--- src/inc/scs_pkg.sv ---
package scs_pkg;
   localparam logic [3:0] REG_REQ       = 4'h0;
   localparam logic [3:0] REG_CUR       = 4'h4;
   localparam logic [3:0] REG_SW        = 4'h8;
   localparam logic [3:0] REG_FLAG      = 4'hc;
   localparam int         SRC_LSB       = 4;
   localparam int         DIV_LSB       = 0;
   localparam int         HOLD_BIT      = 7;
   localparam int         DONE_BIT      = 4;
   localparam int         NOSR_BIT      = 3;
   localparam int         SWF_BIT       = 0;
   localparam int         OFF_BIT       = 1;
   localparam int         SWE_BIT       = 4;
   localparam int         OFE_BIT       = 5;
   localparam logic [2:0] SRC_EXT       = 3'h7;
   localparam logic [2:0] SRC_FAST      = 3'h6;
   localparam logic [2:0] SRC_SLOW      = 3'h5;
   localparam logic [2:0] SRC_XTAL      = 3'h4;
   localparam logic [2:0] SRC_PLL       = 3'h2;
   localparam logic [3:0] DIV_ONE       = 4'h0;
   localparam logic [3:0] DIV_FOUR      = 4'h2;
   localparam logic [3:0] DIV_MAX       = 4'h9;
   localparam int         OST_COUNT_DEF = 1024;
   localparam int         LF_DIV        = 64;
endpackage : scs_pkg

--- src/rtl/scs_clock_switch.sv ---
`timescale 1ns/1ps
`default_nettype none
module scs_clock_switch #(
   parameter int OST_COUNT = scs_pkg::OST_COUNT_DEF,
   parameter int SAMPLE_DIV = scs_pkg::LF_DIV
) (
   input  wire logic        clk,
   input  wire logic        reset_n,
   input  wire logic        wb_cyc_i,
   input  wire logic        wb_stb_i,
   input  wire logic        wb_we_i,
   input  wire logic [3:0]  wb_adr_i,
   input  wire logic [31:0] wb_dat_i,
   input  wire logic [3:0]  wb_sel_i,
   output logic [31:0]      wb_dat_o,
   output logic             wb_ack_o,
   input  wire logic        switch_permit_config,
   input  wire logic        failsafe_monitor_config,
   input  wire logic [2:0]  reset_source_config,
   input  wire logic        external_clock_input,
   input  wire logic        ext_osc_ready,
   input  wire logic        pll_locked,
   input  wire logic        fast_osc_ready,
   input  wire logic        slow_osc_ready,
   input  wire logic        crystal_ready,
   input  wire logic        ext_clk_level,
   input  wire logic        slow_osc_tick,
   input  wire logic        cpu_cycle_en,
   input  wire logic        doze_active,
   input  wire logic        sleep_enter,
   input  wire logic        wake_up,
   output logic [2:0]       current_source,
   output logic [3:0]       current_divider,
   output logic             switch_irq,
   output logic             osc_fail_irq
);
   localparam int OSTW = $clog2(OST_COUNT + 1);
   localparam int HALF = SAMPLE_DIV / 2;
   localparam int LFW  = $clog2(HALF);
   localparam logic [OSTW-1:0] OST_END  = OSTW'(OST_COUNT);
   localparam logic [LFW-1:0]  HALF_END = LFW'(HALF - 1);

   typedef struct packed {
      logic            init;
      logic            ack;
      logic [31:0]     rdata;
      logic [2:0]      req_src;
      logic [3:0]      req_div;
      logic [2:0]      cur_src;
      logic [3:0]      cur_div;
      logic            nosr;
      logic            hold;
      logic            sw_flag;
      logic            sw_en;
      logic            of_flag;
      logic            of_en;
      logic            asleep;
      logic            wake_pend;
      logic            failsafe;
      logic            retry;
      logic [OSTW-1:0] ost_cnt;
      logic            ext_prev;
      logic [LFW-1:0]  lf_cnt;
      logic            sample;
      logic            latch;
      logic            armed;
      logic            sw_irq;
      logic            of_irq;
   } scs_state_t;

   scs_state_t q;
   scs_state_t d;

   logic       take;
   logic       wr;
   logic       wr_req;
   logic       pending;
   logic       ready;
   logic       ost_done;
   logic       monitor_on;
   logic       fail_event;
   logic       change;
   logic       sw_set;
   logic       ext_fall;
   logic       lf_wrap;
   logic [2:0] w_src;
   logic [3:0] w_div;

   function automatic logic is_ext(input logic [2:0] s);
      return (s == scs_pkg::SRC_EXT) || (s == scs_pkg::SRC_PLL);
   endfunction : is_ext

   function automatic logic src_valid(input logic [2:0] s);
      return is_ext(s) || (s == scs_pkg::SRC_FAST) || (s == scs_pkg::SRC_SLOW)
             || (s == scs_pkg::SRC_XTAL);
   endfunction : src_valid

   always_comb begin
      d = q;
      sw_set = 1'b0;
      take = wb_cyc_i && wb_stb_i && !q.ack;
      wr = take && wb_we_i && wb_sel_i[0];
      w_src = wb_dat_i[scs_pkg::SRC_LSB +: 3];
      w_div = wb_dat_i[scs_pkg::DIV_LSB +: 4];
      // reserved codes drop the whole write
      wr_req = wr && (wb_adr_i == scs_pkg::REG_REQ) && switch_permit_config
               && src_valid(w_src) && (w_div <= scs_pkg::DIV_MAX) && q.init;
      ext_fall = q.ext_prev && !ext_clk_level;
      ost_done = external_clock_input || (q.ost_cnt == OST_END);
      case (q.req_src)
         scs_pkg::SRC_EXT:  ready = ext_osc_ready && ost_done;
         scs_pkg::SRC_PLL:  ready = ext_osc_ready && ost_done && pll_locked;
         scs_pkg::SRC_FAST: ready = fast_osc_ready;
         scs_pkg::SRC_SLOW: ready = slow_osc_ready;
         scs_pkg::SRC_XTAL: ready = crystal_ready;
         default:           ready = 1'b0;
      endcase
      if (q.req_src == q.cur_src && !q.failsafe) begin
         ready = 1'b1;
      end
      // after a failure the request waits for a fresh write
      pending = ((q.req_src != q.cur_src) || (q.req_div != q.cur_div))
                && (!q.failsafe || q.retry) && q.init;
      d.ack = take;
      d.ext_prev = ext_clk_level;

      // sample clock: slow oscillator over SAMPLE_DIV
      lf_wrap = slow_osc_tick && (q.lf_cnt == HALF_END);
      if (slow_osc_tick) begin
         d.lf_cnt = lf_wrap ? '0 : q.lf_cnt + 1'b1;
      end
      if (lf_wrap) begin
         d.sample = !q.sample;
      end
      monitor_on = failsafe_monitor_config && q.init && !q.asleep && !q.failsafe
                   && (is_ext(q.cur_src) || q.cur_src == scs_pkg::SRC_XTAL)
                   && ost_done;
      // empty half-period with monitor armed means no low edge came
      fail_event = monitor_on && q.armed && lf_wrap && q.sample && !q.latch && !ext_fall;
      if (lf_wrap && !q.sample) begin
         d.latch = ext_fall; // set wins over the sample clear
         d.armed = monitor_on;
      end else if (ext_fall) begin
         d.latch = 1'b1;
      end
      if (!monitor_on) begin
         d.armed = 1'b0;
      end

      if (q.ost_cnt != OST_END && ext_fall) begin
         d.ost_cnt = q.ost_cnt + 1'b1;
      end

      // changeover at a whole-cycle boundary or in doze; after wake, as soon as the source is ready
      change = q.nosr && !q.hold && !q.asleep && pending
               && (doze_active || cpu_cycle_en);
      change = change || (q.wake_pend && !q.hold && pending && ready && !q.asleep);

      if (!pending || q.asleep) begin
         d.nosr = 1'b0;
      end else if (ready && !q.nosr) begin
         d.nosr = 1'b1;
         sw_set = 1'b1;
      end
      if (change) begin
         d.cur_src = q.req_src;
         d.cur_div = q.req_div;
         d.nosr = 1'b0;
         d.wake_pend = 1'b0;
         d.failsafe = 1'b0;
         d.retry = 1'b0;
         if (q.wake_pend) begin
            sw_set = 1'b1;
         end
      end
      if (q.wake_pend && (q.hold || !pending)) begin
         d.wake_pend = 1'b0;
      end

      if (fail_event) begin
         d.cur_src = scs_pkg::SRC_FAST; // divider kept
         d.failsafe = 1'b1;
         d.retry = 1'b0;
         d.nosr = 1'b0;
      end

      // bus writes; hardware sets below win over software clears
      d.rdata = '0;
      if (wr_req) begin
         d.req_src = w_src;
         d.req_div = w_div;
         if (is_ext(w_src)) begin
            d.ost_cnt = '0;
         end
         if (q.failsafe && is_ext(w_src)) begin
            d.retry = 1'b1;
         end else begin
            d.failsafe = 1'b0;
            d.retry = 1'b0;
         end
      end
      if (wr && wb_adr_i == scs_pkg::REG_SW) begin
         d.hold = wb_dat_i[scs_pkg::HOLD_BIT];
      end
      if (wr && wb_adr_i == scs_pkg::REG_FLAG) begin
         d.sw_flag = q.sw_flag && wb_dat_i[scs_pkg::SWF_BIT];
         d.of_flag = q.of_flag && wb_dat_i[scs_pkg::OFF_BIT];
         d.sw_en = wb_dat_i[scs_pkg::SWE_BIT];
         d.of_en = wb_dat_i[scs_pkg::OFE_BIT];
      end
      // set wins even when the flag was already up and is cleared now
      if (sw_set) begin
         d.sw_flag = 1'b1;
      end
      if (fail_event || d.failsafe) begin
         d.of_flag = 1'b1;
      end
      if (take && !wb_we_i) begin
         case (wb_adr_i)
            scs_pkg::REG_REQ: begin
               d.rdata[scs_pkg::SRC_LSB +: 3] = q.req_src;
               d.rdata[scs_pkg::DIV_LSB +: 4] = q.req_div;
            end
            scs_pkg::REG_CUR: begin
               d.rdata[scs_pkg::SRC_LSB +: 3] = q.cur_src;
               d.rdata[scs_pkg::DIV_LSB +: 4] = q.cur_div;
            end
            scs_pkg::REG_SW: begin
               d.rdata[scs_pkg::HOLD_BIT] = q.hold;
               d.rdata[scs_pkg::DONE_BIT] = !pending && !q.failsafe;
               d.rdata[scs_pkg::NOSR_BIT] = q.nosr;
            end
            scs_pkg::REG_FLAG: begin
               d.rdata[scs_pkg::SWF_BIT] = q.sw_flag;
               d.rdata[scs_pkg::OFF_BIT] = q.of_flag;
               d.rdata[scs_pkg::SWE_BIT] = q.sw_en;
               d.rdata[scs_pkg::OFE_BIT] = q.of_en;
            end
            default: d.rdata = '0;
         endcase
      end

      // sleep clears new-source-ready and the fail-safe state; a pending changeover waits for wake
      if (sleep_enter && !q.asleep) begin
         d.asleep = 1'b1;
         d.nosr = 1'b0;
         d.wake_pend = 1'b0;
         d.failsafe = 1'b0;
         d.retry = 1'b0;
         d.cur_src = q.cur_src;
         d.cur_div = q.cur_div;
      end else if (wake_up && q.asleep) begin
         d.asleep = 1'b0;
         d.wake_pend = 1'b1;
         d.ost_cnt = '0; // timer reruns after wake
      end

      // strap captured by a clocked load after reset release
      if (!q.init) begin
         d.init = 1'b1;
         d.req_src = reset_source_config;
         d.cur_src = reset_source_config;
         d.req_div = (reset_source_config == scs_pkg::SRC_FAST) ? scs_pkg::DIV_FOUR
                                                                : scs_pkg::DIV_ONE;
         d.cur_div = d.req_div;
         d.ost_cnt = '0;
      end

      d.sw_irq = q.sw_flag && q.sw_en && !q.asleep;
      d.of_irq = q.of_flag && q.of_en;
   end

   always_ff @(posedge clk or negedge reset_n) begin
      if (!reset_n) begin
         q <= '0;
      end else begin
         q <= d;
      end
   end

   assign wb_dat_o        = q.rdata;
   assign wb_ack_o        = q.ack;
   assign current_source  = q.cur_src;
   assign current_divider = q.cur_div;
   assign switch_irq      = q.sw_irq;
   assign osc_fail_irq    = q.of_irq;

   logic [7:0] tick_cnt;
   always_ff @(posedge clk or negedge reset_n) begin
      if (!reset_n) begin
         tick_cnt <= '0;
      end else if (lf_wrap) begin
         tick_cnt <= '0;
      end else if (slow_osc_tick) begin
         tick_cnt <= tick_cnt + 8'h01;
      end
   end
endmodule : scs_clock_switch
`default_nettype wire

--- config.mk ---
export PLATFORM = sky130hd
export DESIGN_NAME = scs_clock_switch
export DESIGN_NICKNAME = d
export VERILOG_FILES = /design/src/inc/scs_pkg.sv /design/src/rtl/scs_clock_switch.sv
export SDC_FILE = /design/constraint.sdc
export NUM_CORES = 1
export LEC_CHECK = 0
export BUFFER_PORTS_ARGS = -buffer_cell sky130_fd_sc_hd__buf_2
export CAP_MARGIN = 20
export CORE_MARGIN = 2
export CORE_UTILIZATION = 50
export DETAILED_ROUTE_END_ITERATION = 16
export PLACE_DENSITY = 0.79
export SLEW_MARGIN = 10
export SYNTH_ARGS = -nofsm -noshare
export SYNTH_HDL_FRONTEND = slang
export SYNTH_SLANG_ARGS = --single-unit
--- constraint.sdc ---
create_clock -name clk -period 6.2 [get_ports clk]
set_input_delay 0.93 -clock clk [delete_from_list [all_inputs] [get_ports clk]]
set_output_delay 0.93 -clock clk [all_outputs]
set_load 0.01 [all_outputs]
==> impl_metrics.py, run 1 <==
metrics = {
    "power_and_ir_drop": {
        "power.leakage_nw": 1.70,
        "clkPwrFrac_pct": 29.7,
        "p_int_mw": 0.564,
        "power.total_mw": 0.779,
        "combPwrFrac_pct": 16.5,
        "seqPwrFrac_pct": 53.8,
        "switching_share_pct": 27.6,
        "p_switching_mw": 0.215,
        "power.density_nw_per_um2": 223,
        "peakVddDrop_mv": 0.110,
    },
    "drt": {
        "postRouteAntennaNets": 0,
        "dr_wl_met2_mm": 3.24,
        "drt_wl_total_mm": 6.59,
        "wire_per_inst_um": 14.3,
        "routed-via-count": 2503,
        "wl_met1_mm": 2.81,
        "first_pass_iters": 4,
        "drc": 0,
        "route.met3.wl_um": 381,
        "vias_per_cell": 5.42,
        "drt_iter0_drc": 152,
        "top_layer": "met4",
    },
    "timing": {
        "hold_violations": 0,
        "grt_setup_unrepaired": "no",
        "fin_setup_tns_ns": 0,
        "relSlewSlack_pct": 35.1,
        "fin_crit_sh_pct": 47.7,
        "fin_ws_ns": 3.24,
        "drv_slew": 0,
        "fmax_mhz": 338,
        "setup_viol_count_final": 0,
        "skew_ns": 0.00280,
        "tightest_slew_ns": 0.969,
        "period_minus_slack_ns": 2.96,
    },
    "synthesis": {
        "synth_top_family_by_area": "simple AND/OR/NAND/NOR gates",
        "synth_top_area_cell": "dfrtp_1",
        "syn_area_um2": 3270,
        "avgSynthCellArea_um2": 9.39,
        "synth-simple-area-share_pct": 20.0,
        "synth_edf_count": 0,
        "synth_most_common_cell": "dfrtp_1",
        "yosysWarnings": 0,
        "yosys.area_share.adder_pct": 1.53,
        "async_reset_ff_share_pct": 100,
        "muxShareOfSynthArea_pct": 5.97,
        "netlist_instances": 348,
        "synth_cell_types": 51,
        "synth_top_area_share_pct": 42.9,
        "synth_xor_area_share_pct": 5.36,
        "synth_compound_area_share_pct": 12.2,
        "ys.flop_type": "dfrtp_1",
        "seq_area_frac_synth_pct": 42.9,
        "ys_ff_latch": 56,
        "yosys-top-cells-area": "dfrtp_1, buf_4, mux2i_1",
        "synthTopCellsByCount": "dfrtp_1, nor2_1, buf_4, nand2_1",
    },
    "global_route": {
        "grt_pass1_wl_mm": 11.1,
        "gr-usage-all-layers_pct": 19.3,
        "antenna_found_initial": 0,
        "overflow": 0,
        "grt_max_degree": 57,
        "grt_pass1_vias": 2454,
    },
    "critical_path": {
        "cp_num_cells": 7,
        "worstSetupPathType": "primary input to flop",
        "r2r_cells": 6,
        "endpoint_kind": "flop",
        "worst-path-buf-inv": 2,
        "startpoint": "wb_stb_i",
        "rr_endpoint": "q[14]$_DFF_PN0_",
        "crit_slowest_cell": "o211ai_1",
        "r2r_slack_ns": 3.48,
        "cp_data_required_time_ns": 6.35,
        "path_delay_family": "simple AND/OR/NAND/NOR gates",
        "cp.arrival_ns": 3.11,
        "cpPeakStageDelay_ns": 0.81,
        "r2r_start": "wb_ack_o$_DFF_PN0_",
        "critPathLaunchType": "primary input",
        "path_cells": "buf_2, nand3b_1, nor4_2, nor3b_4, inv_2, o211ai_1, nor2_1",
        "crit_path_max_fanout": 11,
        "critPathCapture": "q[14]$_DFF_PN0_",
    },
    "floorplan": {
        "coreArea_um2": 6350,
        "ioPinCount": 104,
        "die_area_um2": 7200,
        "die_x_um": 84.8,
        "die_h_um": 84.8,
        "initial_core_util_pct": 51.5,
        "rows": 29,
    },
    "final_layout": {
        "fillerInstances": 573,
        "n_antenna_cell": 0,
        "fin_area_um2": 3490,
        "fin_nets": 450,
        "drive_gt1_share_pct": 19.7,
        "area_growth_pct": 6.89,
    },
    "run_status": {
        "outcome": "complete, no violations",
    },
    "placement": {
        "post-dp-hpwl_mm": 4.96,
        "portBuffers": 52,
        "dpl_cell_area_um2": 3390,
        "gp_congestion": 0.874,
        "pre_cts_ws_ns": 2.96,
    },
    "clock_tree": {
        "numCtsBuffers": 5,
        "cts_buffer_depth": 2,
        "postCtsSetupBuffers": 0,
        "holdBufCountCts": 0,
        "clk_pin_slew_ns": 0.09,
        "clock_latency_ns": 0.30,
        "cts.sinks": 56,
        "cts_tree": "built",
        "cts_resized": 0,
        "root_buffer": "clkbuf_8",
        "htreeDepth": 2,
    },
    "hold_path": {
        "min_path_type": "flop to flop",
    },
    "job": {
        "max_cap_violations": 0,
    },
}
## layout make-up
type	count	area, µm²	area share [%]
clock buffer	6	72.6	2.08
clock inverter	2	35.0	1.00
inverter	14	52.6	1.50
multi-input combinational	254	1570	44.9
sequential	56	1400	40.1
tap	77	96.3	2.76
timing repair buffer	53	268	7.66
## logic make-up (layout without fill, tap and decap cells)
family	count (synthesis)	count (layout)
AOI/OAI and AO/OA	56	56
xor gates and xnor gates	20	20
adders and majority gates	4	4
buffers and inverters	61	75
DFF	56	56
muxes	19	19
other	2	25
and+or+nand+nor	130	130
## metrics by stage
stage | hold slack (ns) | util [%] | cells
after floorplan | 0.449 | - | 371
after global placement | 0.470 | 53.3 | 454
after detailed placement | 0.477 | 53.3 | 454
after CTS | 0.495 | 55.0 | 462
after global routing | 0.513 | 55.0 | 462
final | 0.494 | 55.0 | 462
## layout by cell type, fill, tap and decap left out, types with 7 or more instances in the layout
| master | n |
|---|---|
| dfrtp_1 | 56 |
| mux2i_1 | 15 |
| o21ai_0 | 15 |
| a21oi_1 | 11 |
| conb_1 | 25 |
| buf_2 | 52 |
| inv_1 | 13 |
| and2_1 | 7 |
| xor2_1 | 13 |
| nand2_1 | 37 |
| and3_1 | 7 |
| nor2_1 | 40 |
| xnor2_1 | 7 |
## flip-flops by register name, indices dropped and copies added, names as in the netlist
name and count:
switch_irq 1, wb_dat_o 8, current_source 3, osc_fail_irq 1, current_divider 4, q 38, wb_ack_o 1
## power by group through the flow
stage	Combinational, mW	Sequential (mW)	Clock [mW]
floorplan	0.107	0.415	0
global placement	0.124	0.424	0
detailed placement	0.128	0.426	0
CTS	0.129	0.419	0.238
global route	0.147	0.423	0.252
finish	0.128	0.419	0.231
## routing by layer
| layer | up-vias | track usage, % |
|---|---|---|
| li1 | 1194 | - |
| met1 | 1208 | 24.1 |
| met2 | 89 | 33.1 |
| met3 | 12 | 3.70 |
| met4 | 0 | 7.22 |
| met5 | - | 0 |
## worst min-delay path by stage
stage / start / end / cells after the start
global placement: q[8]$_DFFE_PN0P_ / q[8]$_DFFE_PN0P_ / 1
finish: q[8]$_DFFE_PN0P_ / q[8]$_DFFE_PN0P_ / 1
CTS: q[8]$_DFFE_PN0P_ / q[8]$_DFFE_PN0P_ / 1
floorplan: q[8]$_DFFE_PN0P_ / q[8]$_DFFE_PN0P_ / 1
global route: q[8]$_DFFE_PN0P_ / q[8]$_DFFE_PN0P_ / 1
detailed placement: q[8]$_DFFE_PN0P_ / q[8]$_DFFE_PN0P_ / 1
No activity file was read; power rests on OpenSTA's default activity.
==> inputs of run 2 (changes only) <==
CORE_UTILIZATION = 46   (was 50)
PLACE_DENSITY = 0.76   (was 0.79)
clock period = 2.55 ns   (was 6.2 ns; I/O delays follow)
==> run 2 against run 1 <==
Against the previous run: via count fell by 0.24%; core utilization fell by 2.7 points; register-to-register slack got worse by 3.2 ns; cell area rose by 2.4%; clock skew rose by 0.0026 ns.
==> impl_metrics.py, run 2 (synthesis gave the netlist of run 1 again) <==
metrics = {
    "final_layout": {
        "fillerInstances": 650,
        "final_cell_mix": "dfrtp_1, buf_2, nor2_1, nand2_1, conb_1",
        "final_common_cell": "dfrtp_1",
        "top_register": "q",
        "area_growth_pct": 9.42,
        "drive_gt1_share_pct": 21.4,
        "fin_area_um2": 3580,
        "stdcell_count": 489,
        "largest_register_ffs": 38,
        "fin_nets": 459,
        "n_antenna_cell": 0,
    },
    "placement": {
        "portBuffers": 52,
        "dp_cells": 481,
        "dpl_cell_area_um2": 3470,
        "post-dp-hpwl_mm": 5.33,
        "gp_congestion": 0.828,
        "pre_cts_ws_ns": 0.337,
    },
    "clock_tree": {
        "cts_buffer_depth": 2,
        "clk_pin_slew_ns": 0.09,
        "htreeDepth": 2,
        "holdBufCountCts": 1,
        "root_buffer": "clkbuf_8",
        "numCtsBuffers": 5,
        "postCtsSetupBuffers": 0,
        "cts_resized": 0,
        "cts.sinks": 56,
        "cts_tree": "built",
        "clock_latency_ns": 0.31,
    },
    "floorplan": {
        "initial_core_util_pct": 47.8,
        "die_h_um": 88.3,
        "coreArea_um2": 6830,
        "ioPinCount": 104,
        "die_area_um2": 7800,
        "rows": 30,
        "die_x_um": 88.3,
    },
    "drt": {
        "drt_wl_total_mm": 6.75,
        "postRouteAntennaNets": 0,
        "first_pass_iters": 4,
        "drc": 0,
        "vias_per_cell": 5.11,
        "wire_per_inst_um": 13.8,
        "drt_iter0_drc": 169,
        "routed-via-count": 2497,
    },
    "timing": {
        "setup_viol_count_final": 0,
        "period_minus_slack_ns": 2.23,
        "fmax_mhz": 449,
        "grt_setup_unrepaired": "no",
        "fin_crit_sh_pct": 87.4,
        "fin_setup_tns_ns": 0,
        "skew_ns": 0.00536,
        "hold_violations": 0,
        "fin_ws_ns": 0.321,
        "drv_slew": 0,
    },
    "global_route": {
        "overflow": 0,
        "grt_pass1_wl_mm": 11.5,
        "grt_pass1_vias": 2420,
        "grt_max_degree": 23,
        "gr-usage-all-layers_pct": 19.0,
        "antenna_found_initial": 0,
    },
    "critical_path": {
        "r2r_cells": 8,
        "critPathLaunchType": "flop",
        "crit_path_max_fanout": 5,
        "endpoint_kind": "flop",
        "worstSetupPathType": "flop to flop",
        "r2r_start": "q[11]$_DFF_PN0_",
        "cp_data_required_time_ns": 2.78,
        "r2r_slack_ns": 0.32,
        "cp.arrival_ns": 2.46,
        "rr_endpoint": "current_divider[3]$_DFFE_PN0P_",
    },
    "hold_path": {
        "holdPathEnd": "q[10]$_DFF_PN0_",
        "hold_depth": 1,
        "min-delay-start": "ext_clk_level",
        "min_path_type": "primary input to flop",
    },
    "job": {
        "max_cap_violations": 0,
    },
    "power_and_ir_drop": {
        "power.leakage_nw": 1.74,
        "power.density_nw_per_um2": 519,
        "peakVddDrop_mv": 0.299,
    },
    "run_status": {
        "outcome": "complete, no violations",
    },
}
==> run 2: critical path, stage by stage, from the launching register on <==
cell and delay, ns:
dfrtp_1 0.41, inv_1 0.06, ha_1 0.18, nor4b_2 0.17, a41oi_4 0.27, o221ai_2 0.20, o31ai_4 0.45, buf_4 0.22
mux2i_1 0.18
==> run 2: how the worst max path moves through the flow <==
stage,start,to,cells after the start
6_report,q[11]$_DFF_PN0_,current_divider[3]$_DFFE_PN0P_,8
2_1_floorplan,q[11]$_DFF_PN0_,current_source[1]$_DFFE_PN0P_,8
3_3_place_gp,q[11]$_DFF_PN0_,current_divider[3]$_DFFE_PN0P_,8
5_1_grt,q[11]$_DFF_PN0_,q[31]$_DFFE_PN0P_,8
4_1_cts,q[11]$_DFF_PN0_,current_divider[3]$_DFFE_PN0P_,8
3_5_place_dp,q[11]$_DFF_PN0_,current_divider[3]$_DFFE_PN0P_,8
==> run 2: area by class of cell <==
cell class / count / area [µm²] / area share [%]
Sequential cell: 56 / 1400 / 39.2
Tap cell: 96 / 120 / 3.36
Multi-Input combinational cell: 254 / 1570 / 43.8
Inverter: 14 / 52.6 / 1.47
Timing Repair Buffer: 62 / 338 / 9.45
Clock buffer: 7 / 96.3 / 2.69
==> run 2: layer usage <==
| metal | up-vias | routed length [µm] | GRT usage [%] |
|---|---|---|---|
| met5 | - | 0 | 0 |
| met4 | 0 | 121 | 5.79 |
| met2 | 72 | 3300 | 32.0 |
| met3 | 12 | 321 | 3.36 |
| li1 | 1215 | - | - |
| met1 | 1198 | 3010 | 25.3 |
==> run 2: report_power, final <==
group          total (mW)  switching (mW)  leakage [nW]  internal (mW)
clock               0.512           0.270        0.0503          0.242
sequential           1.02          0.0681         0.738          0.949
combinational       0.325           0.187         0.949          0.138
==> run 2: stage by stage <==
stage / hold slack [ns] / utilization (%) / total power [mW]
floorplan: 0.0869 / - / 1.27
global placement: 0.306 / 50.8 / 1.34
detailed placement: 0.313 / 50.8 / 1.36
CTS: 0.196 / 52.3 / 1.87
global route: 0.185 / 52.3 / 1.96
finish: 0.198 / 52.3 / 1.85
